`src/ccp_pkg.sv`:
```
// Constants, register map and field layouts of the compare-trigger/PWM unit
package ccp_pkg;

	// Register byte offsets
	localparam logic [7:0] OFF_UNIT_CTRL   = 8'h00;
	localparam logic [7:0] OFF_DUTY_LOW    = 8'h04;
	localparam logic [7:0] OFF_DUTY_ACTIVE = 8'h08;
	localparam logic [7:0] OFF_PERIOD      = 8'h0C;
	localparam logic [7:0] OFF_PT_CTRL     = 8'h10;
	localparam logic [7:0] OFF_PT_COUNT    = 8'h14;
	localparam logic [7:0] OFF_FLAGS       = 8'h18;
	localparam logic [7:0] OFF_REF_TIMER   = 8'h1C;
	localparam logic [7:0] OFF_REF_CTRL    = 8'h20;

	// Mode select codes
	localparam logic [3:0] MODE_OFF  = 4'h0;
	localparam logic [3:0] MODE_TRIG = 4'hB;
	localparam logic [1:0] MODE_PWM_TOP = 2'h3;

	// Flag bit positions
	localparam int FLG_PERIOD = 0;
	localparam int FLG_REFOVF = 1;
	localparam int FLG_MATCH  = 2;
	localparam int FLG_W      = 3;

	// Reset values
	localparam logic [7:0]  RST_BYTE   = 8'h00;
	localparam logic [7:0]  RST_PERIOD = 8'hFF;
	localparam logic [15:0] RST_REF    = 16'h0000;

	// Oscillator periods per period timer count at prescale 1:1
	localparam logic [9:0] OSC_PER_COUNT = 10'h004;

	// AXI responses
	localparam logic [1:0] RESP_OKAY   = 2'h0;
	localparam logic [1:0] RESP_SLVERR = 2'h2;

	typedef struct packed {
		logic [1:0] dutyLsb;
		logic [3:0] mode;
	} unit_ctrl_t;

	typedef struct packed {
		logic [3:0] postscale;
		logic       run;
		logic [1:0] prescale;
	} pt_ctrl_t;

	// Prescale code to shift: 1:1, 1:4, 1:16, 1:64
	function automatic logic [2:0] psShift(input logic [1:0] code);
		return {code, 1'b0};
	endfunction

	// Last prescaler count before the period timer steps
	function automatic logic [7:0] subMax(input logic [1:0] code);
		logic [9:0] span;
		span = OSC_PER_COUNT << psShift(code);
		return 8'(span - 10'h001);
	endfunction

endpackage

```
`src/period_time_base.sv`:
```
// Period timer with prescaler and 10-bit PWM time base
`timescale 1ns/1ps
module period_time_base
	import ccp_pkg::*;
(
	// Clock and reset
	input  wire logic       clk,
	input  wire logic       rstN,
	// Control
	input  wire logic       run,
	input  wire logic [1:0] prescale,
	input  wire logic [7:0] period,
	input  wire logic       load,
	input  wire logic [7:0] loadVal,
	// Status
	output logic      [7:0] count,
	output logic      [9:0] timeBase,
	output logic            periodEnd
);

	logic [7:0] count_q;
	logic [7:0] count_d;
	logic [7:0] sub_q;
	logic [7:0] sub_d;
	logic       subAtMax;
	logic [7:0] countStep;
	logic [7:0] subStep;

	always_comb begin
		// Greater-or-equal keeps a prescale change from stretching a count
		subAtMax  = sub_q >= subMax(prescale);
		periodEnd = run & subAtMax & (count_q == period);
		// Value after one counting step, independent of a software load
		if (subAtMax) begin
			subStep   = RST_BYTE;
			countStep = periodEnd ? RST_BYTE : count_q + 8'h01;
		end else begin
			subStep   = sub_q + 8'h01;
			countStep = count_q;
		end
		count_d = count_q;
		sub_d   = sub_q;
		if (load) begin
			count_d = loadVal;
			sub_d   = RST_BYTE;
		end else if (run) begin
			count_d = countStep;
			sub_d   = subStep;
		end
	end

	always_ff @(posedge clk or negedge rstN) begin
		if (!rstN) begin
			count_q <= RST_BYTE;
			sub_q   <= RST_BYTE;
		end else begin
			count_q <= count_d;
			sub_q   <= sub_d;
		end
	end

	assign count    = count_q;
	// Time base as it stands after this edge, so the pin clears on time
	assign timeBase = {countStep, 2'(subStep >> psShift(prescale))};

endmodule

```
`src/ccp_compare_trigger_and_pwm.sv`:
```
// Compare auto-conversion trigger and standard PWM unit with AXI4-Lite access
//
// Added by the designer: the register addresses and the AXI4-Lite register port.
`timescale 1ns/1ps
module ccp_compare_trigger_and_pwm
	import ccp_pkg::*;
#(
	parameter int ADDR_W = 8
) (
	// Clock and reset
	input  wire logic              clk,
	input  wire logic              nrst,
	// AXI4-Lite write address
	input  wire logic [ADDR_W-1:0] awaddr,
	input  wire logic [2:0]        awprot,
	input  wire logic              awvalid,
	output logic                   awready,
	// AXI4-Lite write data
	input  wire logic [31:0]       wdata,
	input  wire logic [3:0]        wstrb,
	input  wire logic              wvalid,
	output logic                   wready,
	// AXI4-Lite write response
	output logic [1:0]             bresp,
	output logic                   bvalid,
	input  wire logic              bready,
	// AXI4-Lite read address
	input  wire logic [ADDR_W-1:0] araddr,
	input  wire logic [2:0]        arprot,
	input  wire logic              arvalid,
	output logic                   arready,
	// AXI4-Lite read data
	output logic [31:0]            rdata,
	output logic [1:0]             rresp,
	output logic                   rvalid,
	input  wire logic              rready,
	// System
	input  wire logic              sleep,
	input  wire logic              refTick,
	input  wire logic              adcEnable,
	// Trigger and pin
	output logic                   adcStart,
	output logic                   eventPinOut,
	output logic                   eventPinDrive
);

	// Reset synchroniser
	logic rstMeta_q;
	logic rstN_q;

	always_ff @(posedge clk or negedge nrst) begin
		if (!nrst) begin
			rstMeta_q <= 1'b0;
			rstN_q    <= 1'b0;
		end else begin
			rstMeta_q <= 1'b1;
			rstN_q    <= rstMeta_q;
		end
	end

	// Register state
	unit_ctrl_t       ctrl_q;
	unit_ctrl_t       ctrl_d;
	logic [7:0]       dutyLow_q;
	logic [7:0]       dutyLow_d;
	logic [7:0]       dutyActive_q;
	logic [7:0]       dutyActive_d;
	logic [1:0]       dutyLatch_q;
	logic [1:0]       dutyLatch_d;
	logic [7:0]       period_q;
	logic [7:0]       period_d;
	pt_ctrl_t         ptCtrl_q;
	pt_ctrl_t         ptCtrl_d;
	logic             refRun_q;
	logic             refRun_d;
	logic [15:0]      refCount_q;
	logic [15:0]      refCount_d;
	logic [FLG_W-1:0] flags_q;
	logic [FLG_W-1:0] flags_d;
	logic             matchSeen_q;
	logic             matchSeen_d;
	logic             pin_q;
	logic             pin_d;

	// Bus state
	logic             bvalid_q;
	logic             bvalid_d;
	logic [1:0]       bresp_q;
	logic [1:0]       bresp_d;
	logic             rvalid_q;
	logic             rvalid_d;
	logic [1:0]       rresp_q;
	logic [1:0]       rresp_d;
	logic [31:0]      rdata_q;
	logic [31:0]      rdata_d;

	// Decode helpers
	logic [7:0]       wAddr;
	logic [7:0]       rAddr;
	logic             wrEn;
	logic             rdEn;
	logic [31:0]      rdMux;

	// Datapath
	logic             pwmMode;
	logic             trigMode;
	logic             ptRun;
	logic             ptLoad;
	logic [7:0]       ptCount;
	logic [9:0]       timeBase;
	logic             periodEnd;
	logic [9:0]       dutyFull;
	logic [9:0]       dutyNext;
	logic [15:0]      compareVal;
	logic             refMatch;
	logic             refStep;
	logic             refReset;
	logic             newMatch;

	function automatic logic mapped(input logic [7:0] a);
		logic hit;
		hit = 1'b0;
		unique case (a)
			OFF_UNIT_CTRL, OFF_DUTY_LOW, OFF_DUTY_ACTIVE, OFF_PERIOD,
			OFF_PT_CTRL, OFF_PT_COUNT, OFF_FLAGS, OFF_REF_TIMER,
			OFF_REF_CTRL: hit = 1'b1;
			default: hit = 1'b0;
		endcase
		return hit;
	endfunction

	assign wAddr = 8'(awaddr);
	assign rAddr = 8'(araddr);

	// Address and data are taken together, one write outstanding at a time
	assign awready = awvalid & wvalid & ~bvalid_q;
	assign wready  = awvalid & wvalid & ~bvalid_q;
	assign wrEn    = awvalid & wvalid & ~bvalid_q;
	assign arready = ~rvalid_q;
	assign rdEn    = arvalid & ~rvalid_q;

	assign bvalid = bvalid_q;
	assign bresp  = bresp_q;
	assign rvalid = rvalid_q;
	assign rresp  = rresp_q;
	assign rdata  = rdata_q;

	// Mode decode
	assign pwmMode  = ctrl_q.mode[3:2] == MODE_PWM_TOP;
	assign trigMode = ctrl_q.mode == MODE_TRIG;

	// Sleep stops every time base
	assign ptRun   = ptCtrl_q.run & ~sleep;
	assign refStep = refTick & refRun_q & ~sleep;

	// Compare pair shares the duty registers outside PWM mode
	assign compareVal = {dutyActive_q, dutyLow_q};
	assign refMatch   = refCount_q == compareVal;
	assign newMatch   = trigMode & refMatch & ~matchSeen_q & ~sleep;

	// Reset only on a later timer edge while the match still holds
	assign refReset = refStep & trigMode & refMatch;

	assign adcStart = newMatch & adcEnable;

	assign dutyFull = {dutyActive_q, dutyLatch_q};
	assign dutyNext = {dutyLow_q, ctrl_q.dutyLsb};

	// Pin is driven only in PWM mode
	assign eventPinDrive = pwmMode;
	assign eventPinOut   = pin_q;

	// Postscale field is not routed to the time base
	period_time_base u_time_base (
		.clk       (clk),
		.rstN      (rstN_q),
		.run       (ptRun),
		.prescale  (ptCtrl_q.prescale),
		.period    (period_q),
		.load      (ptLoad),
		.loadVal   (wdata[7:0]),
		.count     (ptCount),
		.timeBase  (timeBase),
		.periodEnd (periodEnd)
	);

	// Read multiplexer
	always_comb begin
		rdMux = 32'h0000_0000;
		unique case (rAddr)
			OFF_UNIT_CTRL:   rdMux = {26'h0, ctrl_q};
			OFF_DUTY_LOW:    rdMux = {24'h0, dutyLow_q};
			OFF_DUTY_ACTIVE: rdMux = {24'h0, dutyActive_q};
			OFF_PERIOD:      rdMux = {24'h0, period_q};
			OFF_PT_CTRL:     rdMux = {25'h0, ptCtrl_q};
			OFF_PT_COUNT:    rdMux = {24'h0, ptCount};
			OFF_FLAGS:       rdMux = {29'h0, flags_q};
			OFF_REF_TIMER:   rdMux = {16'h0, refCount_q};
			OFF_REF_CTRL:    rdMux = {31'h0, refRun_q};
			default:         rdMux = 32'h0000_0000;
		endcase
	end

	// Bus handshake next state
	always_comb begin
		bvalid_d = bvalid_q;
		bresp_d  = bresp_q;
		rvalid_d = rvalid_q;
		rresp_d  = rresp_q;
		rdata_d  = rdata_q;
		if (bvalid_q && bready) begin
			bvalid_d = 1'b0;
		end
		if (wrEn) begin
			bvalid_d = 1'b1;
			bresp_d  = mapped(wAddr) ? RESP_OKAY : RESP_SLVERR;
		end
		if (rvalid_q && rready) begin
			rvalid_d = 1'b0;
		end
		if (rdEn) begin
			rvalid_d = 1'b1;
			rresp_d  = mapped(rAddr) ? RESP_OKAY : RESP_SLVERR;
			rdata_d  = rdMux;
		end
	end

	// Register and unit next state
	always_comb begin
		ctrl_d       = ctrl_q;
		dutyLow_d    = dutyLow_q;
		dutyActive_d = dutyActive_q;
		dutyLatch_d  = dutyLatch_q;
		period_d     = period_q;
		ptCtrl_d     = ptCtrl_q;
		refRun_d     = refRun_q;
		refCount_d   = refCount_q;
		flags_d      = flags_q;
		matchSeen_d  = matchSeen_q;
		pin_d        = pin_q;
		ptLoad       = 1'b0;

		// Reference timer counting and trigger reset
		if (refReset) begin
			refCount_d = RST_REF;
		end else if (refStep) begin
			refCount_d = refCount_q + 16'h0001;
			if (refCount_q == 16'hFFFF) begin
				flags_d[FLG_REFOVF] = 1'b1;
			end
		end
		if (!sleep) begin
			matchSeen_d = trigMode & refMatch;
		end

		// PWM waveform
		if (!pwmMode) begin
			pin_d = 1'b0;
		end else if (periodEnd) begin
			dutyActive_d = dutyLow_q;
			dutyLatch_d  = ctrl_q.dutyLsb;
			pin_d        = dutyNext != 10'h000;
		end else if (ptRun && timeBase == dutyFull) begin
			// Duty beyond the period never matches, so the pin holds
			pin_d = 1'b0;
		end

		// Software writes; byte lane 0 carries every 8-bit field
		if (wrEn && wstrb[0]) begin
			unique case (wAddr)
				OFF_UNIT_CTRL: ctrl_d = unit_ctrl_t'(wdata[5:0]);
				OFF_DUTY_LOW:  dutyLow_d = wdata[7:0];
				OFF_DUTY_ACTIVE: begin
					if (!pwmMode) begin
						dutyActive_d = wdata[7:0];
					end
				end
				OFF_PERIOD:    period_d = wdata[7:0];
				OFF_PT_CTRL:   ptCtrl_d = pt_ctrl_t'(wdata[6:0]);
				OFF_PT_COUNT:  ptLoad = 1'b1;
				OFF_FLAGS:     flags_d = flags_d & ~wdata[FLG_W-1:0];
				OFF_REF_TIMER: refCount_d[7:0] = wdata[7:0];
				OFF_REF_CTRL:  refRun_d = wdata[0];
				default: begin
				end
			endcase
		end
		if (wrEn && wstrb[1] && wAddr == OFF_REF_TIMER) begin
			refCount_d[15:8] = wdata[15:8];
		end

		// Hardware sets win over a clear in the same cycle
		if (periodEnd) begin
			flags_d[FLG_PERIOD] = 1'b1;
		end
		if (newMatch) begin
			flags_d[FLG_MATCH] = 1'b1;
		end
		if (refStep && !refReset && refCount_q == 16'hFFFF) begin
			flags_d[FLG_REFOVF] = 1'b1;
		end
	end

	always_ff @(posedge clk or negedge rstN_q) begin
		if (!rstN_q) begin
			bvalid_q <= 1'b0;
			bresp_q  <= RESP_OKAY;
			rvalid_q <= 1'b0;
			rresp_q  <= RESP_OKAY;
			rdata_q  <= 32'h0000_0000;
		end else begin
			bvalid_q <= bvalid_d;
			bresp_q  <= bresp_d;
			rvalid_q <= rvalid_d;
			rresp_q  <= rresp_d;
			rdata_q  <= rdata_d;
		end
	end

	always_ff @(posedge clk or negedge rstN_q) begin
		if (!rstN_q) begin
			ctrl_q       <= unit_ctrl_t'(6'h00);
			dutyLow_q    <= RST_BYTE;
			dutyActive_q <= RST_BYTE;
			dutyLatch_q  <= 2'h0;
			period_q     <= RST_PERIOD;
			ptCtrl_q     <= pt_ctrl_t'(7'h00);
			refRun_q     <= 1'b0;
			refCount_q   <= RST_REF;
			flags_q      <= '0;
			matchSeen_q  <= 1'b0;
			pin_q        <= 1'b0;
		end else begin
			ctrl_q       <= ctrl_d;
			dutyLow_q    <= dutyLow_d;
			dutyActive_q <= dutyActive_d;
			dutyLatch_q  <= dutyLatch_d;
			period_q     <= period_d;
			ptCtrl_q     <= ptCtrl_d;
			refRun_q     <= refRun_d;
			refCount_q   <= refCount_d;
			flags_q      <= flags_d;
			matchSeen_q  <= matchSeen_d;
			pin_q        <= pin_d;
		end
	end

endmodule

```
`config.mk`:
```
export PLATFORM = sky130hd
export DESIGN_NAME = ccp_compare_trigger_and_pwm
export DESIGN_NICKNAME = d
export VERILOG_FILES = /design/src/ccp_pkg.sv /design/src/period_time_base.sv /design/src/ccp_compare_trigger_and_pwm.sv
export SDC_FILE = /design/constraint.sdc
export NUM_CORES = 1
export LEC_CHECK = 0
export BUFFER_PORTS_ARGS = -buffer_cell sky130_fd_sc_hd__buf_4
export CAP_MARGIN = 20
export CORE_ASPECT_RATIO = 1.5
export CORE_UTILIZATION = 41
export CTS_CLUSTER_SIZE = 30
export DETAILED_ROUTE_END_ITERATION = 10
export PLACE_DENSITY = 0.71
export REMOVE_ABC_BUFFERS = 1
export SLEW_MARGIN = 0
export SYNTH_ARGS = -nofsm -noshare
export SYNTH_HDL_FRONTEND = slang
export SYNTH_SLANG_ARGS = --single-unit
```
`constraint.sdc`:
```
create_clock -name clk -period 4.7 [get_ports clk]
set_clock_uncertainty 0.1 [all_clocks]
set_input_delay 0.705 -clock clk [delete_from_list [all_inputs] [get_ports clk]]
set_output_delay 0.705 -clock clk [all_outputs]
set_load 0.005 [all_outputs]
```
== After elaboration in Yosys (flattened, before gate mapping) ==
Index checks and enable logic that the tools add are counted.

* Output and inout port bits: 44
* Register bits: 117

* Shift-type cells: 2
* Reduce and logical (&&, ||, !) cells: 30
* Equality and inequality tests: 23
* Order comparisons: 1
* Bitwise operators: 20
* Multiplexer cells: 41
* Add/sub/neg operators: 4

{| class="wikitable"
|+ Operator list
! cell !! count
|-
| $pmux 16 s9 || 1
|-
| $mux 8 || 15
|-
| $eq 8x5->1 const B || 8
|-
| $eq 8x4->1 const B || 4
|-
| $mux 16 || 2
|-
| $mux 1 || 19
|-
| $reduce_or 9->1 || 2
|-
| $add 16x1->16 const B || 1
|-
| $add 8x1->8 const B || 2
|-
| $eq 16x16->1 || 1
|-
| $eq 16x16->1 const B || 1
|-
| $eq 8x3->1 const B || 2
|-
| $eq 8x6->1 const B || 2
|-
| $logic_not 8->1 || 2
|-
| $reduce_and 2->1 || 8
|-
| $and 1x1->1 || 14
|-
| $reduce_bool 2->1 || 7
|-
| $eq 10x10->1 || 1
|-
| $reduce_bool 10->1 || 1
|-
| $eq 8x8->1 || 1
|-
| $ge 8x8->1 || 1
|-
| $logic_and 1x1->1 || 8
|-
| $shl 3x3->8 const A || 1
|-
| $shr 8x3->2 || 1
|-
| other kinds (11) || 16
|}

== Longest topological paths before layout ==
* Depth in word-level cells: 12
* Gate-level depth with buffers: 14
* Mapped depth without buffers: 11

== By module ==
From an unflattened synthesis, not the netlist that was laid out.

* Cells, all modules: 698
* Area, all modules: 6219.7 µm²

{| class="wikitable"
|+ Modules (own cells, without submodules)
! module !! cells each !! area an instance (µm²) !! instances !! seq. area each (µm²)
|-
| ccp_compare_trigger_and_pwm || 487 || 4605.7 || 1 || 2087.0
|-
| period_time_base || 211 || 1614.0 || 1 || 400.4
|}

== Worst setup path after synthesis ==
OpenSTA, ideal clock, no wires.

* Path type: register -> register
* Start point: reg ptCtrl_q[0] (netlist bit)
* End point: reg u_time_base.count_q[6] (netlist: u_time_base.count[6])
* Arrival: 2.726 ns
* Cell stages (with the launch flop): 13
* Path buffers: 2
* Library setup time: 0.137 ns
* Slack: 1.737 ns
* Cell sequence: dfrtp_1 clkbuf_1 or2_2 ha_1 ha_1 nand4_1 a21o_1 and2_0 clkbuf_1 nor2_1 o21ai_0 a22oi_1 a21oi_1

* Cells in the longest elaborated chain, start to end: 9

{| class="wikitable"
|+ RTL lines
! item !! line !! text
|-
| start: declaration || ccp_compare_trigger_and_pwm.sv:72 || <nowiki>pt_ctrl_t ptCtrl_q;</nowiki>
|-
| start signal: assignment || ccp_compare_trigger_and_pwm.sv:327 || <nowiki>ptCtrl_q <= pt_ctrl_t'(7'h00);</nowiki>
|-
| start signal: assignment || ccp_compare_trigger_and_pwm.sv:339 || <nowiki>ptCtrl_q <= ptCtrl_d;</nowiki>
|-
| $shl 3x3->8 * || ccp_pkg.sv:57 || <nowiki>span = OSC_PER_COUNT << psShift(code);</nowiki>
|-
| $sub 8x1->8 * || ccp_pkg.sv:58 || <nowiki>return 8'(span - 10'h001);</nowiki>
|-
| $ge 8x8->1 * || period_time_base.sv:31 || <nowiki>subAtMax = sub_q >= subMax(prescale);</nowiki>
|-
| $and 1x1->1 (2 in a row) || period_time_base.sv:32 || <nowiki>periodEnd = run & subAtMax & (count_q == period);</nowiki>
|-
| $mux 8 || period_time_base.sv:36 || <nowiki>countStep = periodEnd ? RST_BYTE : count_q + 8'h01;</nowiki>
|-
| $mux 8 * || period_time_base.sv:34 || <nowiki>if (subAtMax) begin</nowiki>
|-
| $mux 8 * || period_time_base.sv:46 || <nowiki>end else if (run) begin</nowiki>
|-
| $mux 8 * || period_time_base.sv:43 || <nowiki>if (load) begin</nowiki>
|-
| end signal: assignment || period_time_base.sv:57 || <nowiki>count_q <= count_d;</nowiki>
|-
| end: declaration || period_time_base.sv:21 || <nowiki>logic [7:0] count_q;</nowiki>
|}

Mark *: on every way between the ends. The rest lies on a longest branch, timed or not. The select of a mux whose other input is x is not followed.
A chain may end at the register's enable or synchronous reset.

== Worst setup path in the final report ==
* Start point: reg ptCtrl_q[0] (netlist bit)
* End point: reg pin_q (netlist: eventPinOut)

* Cells in the longest elaborated chain, start to end: 10
* Elaborated cells on any way between the ends: 14

{| class="wikitable"
|+ RTL lines
! item !! line !! text
|-
| $shl 3x3->8 || ccp_pkg.sv:57 ||
|-
| $sub 8x1->8 || ccp_pkg.sv:58 ||
|-
| $ge 8x8->1 || period_time_base.sv:31 ||
|-
| $and 1x1->1 (2 in a row) || period_time_base.sv:32 ||
|-
| $mux 8 || period_time_base.sv:36 ||
|-
| $mux 8 || period_time_base.sv:34 ||
|-
| $eq 10x10->1 || ccp_compare_trigger_and_pwm.sv:263 || <nowiki>end else if (ptRun && timeBase == dutyFull) begin</nowiki>
|-
| $logic_and 1x1->1 || ccp_compare_trigger_and_pwm.sv:263 ||
|-
| $ne 3x1->1 (no source line) || - ||
|-
| end signal: assignment || ccp_compare_trigger_and_pwm.sv:344 || <nowiki>pin_q <= pin_d;</nowiki>
|-
| end: declaration || ccp_compare_trigger_and_pwm.sv:82 || <nowiki>logic pin_q;</nowiki>
|}

Parallel ways exist; a longest one is shown, timed or not.

==> flow_summary_export.csv <==
group,metric,value,unit
run_status,run_status,"finished, final reports clean",
cells_and_area,diodes,0,
critical_path,rr_endpoint,"eventPinOut",
pwr,ir_drop,0.141,mV
floorplanning,fp-row-count,55,
yosys,ys.flop_type,"dfrtp_1",
global_routing,antenna_found_initial,0,
sta,fmax,266,MHz
yosys,ys_warn_count,0,
yosys,synth_top_area_share,35.5,%
clocking,post_cts_resized,0,
sta,setup_tns,0,ns
critical_path,worstSetupPathType,"flop to flop",
job,timing.max_cap.violations,0,
pwr,switching_share,26.7,%
pwr,p_clk_share,41.8,%
route,vias,5722,
yosys,yosysUniqueCellTypes,79,
clocking,clkLatencyLatePin,0.35,ns
sta,hold_violations,0,
sta,worst_slack,0.943,ns
yosys,synthCells,715,
sta,maxSlewHeadroom,33.7,%
sta,min_period,3.76,ns
clocking,hold_buffers,0,
critical_path,required,4.81,ns
global_routing,grt.overflow.total,0,
cells_and_area,final_common_cell,"dfrtp_1",
sta,worst_pin_slew,0.989,ns
route,drc,0,
clocking,cts_buffer_depth,2,
floorplanning,die_h,155,um
critical_path,crit_arrival,3.87,ns
critical_path,crit_path_start_kind,"flop",
critical_path,worst-path-max-fanout,14,
clocking,cts_sinks,99,
critical_path,crit_slowest_cell,"and2_0",
sta,finalSetupViolations,0,
clocking,clock-root-buffer,"clkbuf_16",
yosys,syn_area_per_cell,8.97,um^2
critical_path,worstReg2RegStart,"ptCtrl_q[0]",
cells_and_area,finalNonFillerCells,965,
floorplanning,dieWidth,104,um
global_routing,grt.total_usage,23.3,%
place,hpwl,13.8,mm
yosys,ys_seq_area_share,38.8,%
cells_and_area,fillers,1461,
yosys,synth_edf_count,0,
yosys,synth_area_leaders,"dfrtp_1 36%, mux2_2 5.8%, nand2_1 4.4%",
place,dp.cells,948,
cells_and_area,area_growth,13.2,%
cells_and_area,drive_gt1_share,19.8,%
cells_and_area,fin_nets,839,
place,place_congestion,0.932,
floorplanning,start_util,42.2,%
clocking,tritoncts,"built",
clocking,post-cts-setup-buffers,0,
global_routing,grt_pass1_wl,29.3,mm
clocking,clk_pin_slew,0.08,ns
critical_path,reg2reg_slack,0.94,ns
place,pre_cts_slack,1.03,ns
sta,fin_crit_sh,79.9,%
route,dr.pass1.iters,5,
global_routing,grt_max_degree,51,
min_path,hold_class,"input port to asynchronous set/reset pin",
floorplanning,die_area,16200,um^2
global_routing,grt_pass1_vias,5475,
sta,rsz0062_at_grt,"false",
pwr,power.switching,0.509,mW
pwr,p_per_area,263,nW/um^2
critical_path,crit_path_max_incr_delay,0.70,ns
pwr,p_int,1.40,mW
yosys,netlist_area,6410,um^2
pwr,power_leakage,3.24,nW
route,routed_wl,18.6,mm
floorplanning,fp.coreArea,15200,um^2
route,drt_iter0_drc,395,
floorplanning,num_io_pins,112,
route,wire_per_inst,19.2,um
critical_path,crit_path_end_kind,"flop",
cells_and_area,final_cell_mix,"90 x dfrtp_1, 76 x nand2_1, 73 x buf_4, 49 x nor2_1, 42 x a21oi_1",
route,viasPerCell,5.93,
yosys,synth-seq-cells,99,
cells_and_area,fin_util,47.7,%
route,ant_nets,0,
place,place.port_buffers,69,
yosys,synthArstFlopShare,100,%
critical_path,rr_worst_depth,9,
clocking,htree_levels,3,
yosys,synth_top_area_cell,"dfrtp_1",
critical_path,crit_chain,"or2_2 -> ha_1 -> ha_1 -> a21oi_1 -> o21a_1 -> and2_0 -> nor3_1 -> a2111oi_0 -> a21oi_1",
sta,slew_violations,0,
pwr,sequentialPowerShare,48.2,%
pwr,p_comb_share,10.0,%
clocking,cts-buffers-inserted,9,
[metal layers]
| metal | up-vias | track usage [%] | part of all wire (%) |
|---|---|---|---|
| met3 | 61 | 3.06 | 4.6 |
| met4 | 0 | 14.6 | 5.1 |
| li1 | 2666 | - | - |
| met2 | 224 | 41.3 | 52 |
| met1 | 2771 | 26.5 | 39 |
| met5 | - | 0 | 0 |
[layout make-up]
class | instances | area [um^2] | share of cell area [%]
clock buffer | 9 | 225 | 3.10
clock inverter | 7 | 91.3 | 1.26
inverter | 18 | 67.6 | 0.931
multi-input combinational | 559 | 3580 | 49.3
sequential | 99 | 2490 | 34.3
tap | 199 | 249 | 3.43
timing repair buffer | 74 | 553 | 7.62
[worst max path at each step]
stage	start	endpoint	slack [ns]	cells after the start
final	ptCtrl_q[0]	eventPinOut	0.94	9
after global routing	ptCtrl_q[0]	eventPinOut	0.66	9
after CTS	ptCtrl_q[0]	u_time_base.count[2]	1.01	10
after detailed placement	ptCtrl_q[0]	u_time_base.count[6]	1.03	10
after global placement	ptCtrl_q[0]	u_time_base.count[6]	1.02	10
after floorplan	ptCtrl_q[0]	eventPinOut	1.61	10
[critical path, delay by kind of cell (launching register included)]
kind,cells,cell delay (ns)
flops,1,0.55
simple gates,3,1.21
fa+ha+maj,2,0.48
compound gates,4,1.29
[through the flow]
| step | instance area [um^2] | hold WS (ns) | power (mW) |
|---|---|---|---|
| after global routing | 7260 | 0.0293 | 1.96 |
| after CTS | 7250 | 0.0321 | 1.91 |
| after detailed placement | 6930 | 0.246 | 1.12 |
| final | 7260 | 0.0283 | 1.91 |
| after floorplan | 6130 | 0.231 | 1.02 |
| after global placement | 6930 | 0.237 | 1.12 |
[registers in the layout (all words and copies together) (netlist names), 2 cells and up]
| signal | flops |
|---|---|
| dutyLatch_q | 2 |
| period_q | 8 |
| dutyLow_q | 8 |
| flags_q | 3 |
| u_time_base.count | 8 |
| ctrl_q | 6 |
| ptCtrl_q | 7 |
| dutyActive_q | 8 |
| rdata | 16 |
| refCount_q | 16 |
| u_time_base.sub_q | 8 |
[cell usage after synthesis, types with 5 or more instances]
| cell | n |
|---|---|
| a211oi_1 | 6 |
| a21o_1 | 5 |
| a21oi_1 | 42 |
| a221oi_1 | 8 |
| a22o_1 | 7 |
| a22oi_1 | 13 |
| a31oi_1 | 11 |
| and2_1 | 6 |
| and3_1 | 14 |
| buf_2 | 8 |
| buf_4 | 20 |
| clkbuf_1 | 21 |
| dfrtp_1 | 91 |
| dfstp_2 | 8 |
| ha_1 | 10 |
| inv_1 | 18 |
| mux2_2 | 33 |
| mux2i_1 | 12 |
| nand2_1 | 76 |
| nand2b_1 | 11 |
| nand3_1 | 28 |
| nand3b_1 | 5 |
| nand4_1 | 13 |
| nand4b_1 | 5 |
| nor2_1 | 49 |
| nor2b_1 | 9 |
| nor3_1 | 23 |
| nor4_1 | 7 |
| o211ai_1 | 6 |
| o21ai_0 | 41 |
| or4_1 | 5 |
| xnor2_1 | 19 |
| xor2_1 | 17 |
[power groups by stage]
stage / logic, mW / registers, mW / clock network, mW
after floorplan: 0.0906 / 0.927 / 0
after global placement: 0.188 / 0.933 / 0
after detailed placement: 0.190 / 0.934 / 0
after CTS: 0.191 / 0.918 / 0.804
after global routing: 0.211 / 0.923 / 0.829
final: 0.191 / 0.918 / 0.796
[kinds of logic after synthesis]
kind of cell	after synthesis	share of synthesized area (%)
AOI/OAI and AO/OA	173	17.7
xor gates and xnor gates	36	4.92
adders and majority gates	10	1.95
buffers and inverters	74	6.46
DFF	99	38.8
muxes	45	7.67
other	2	0.117
and+or+nand+nor	276	22.4
Power figures use the tool's default switching activity.
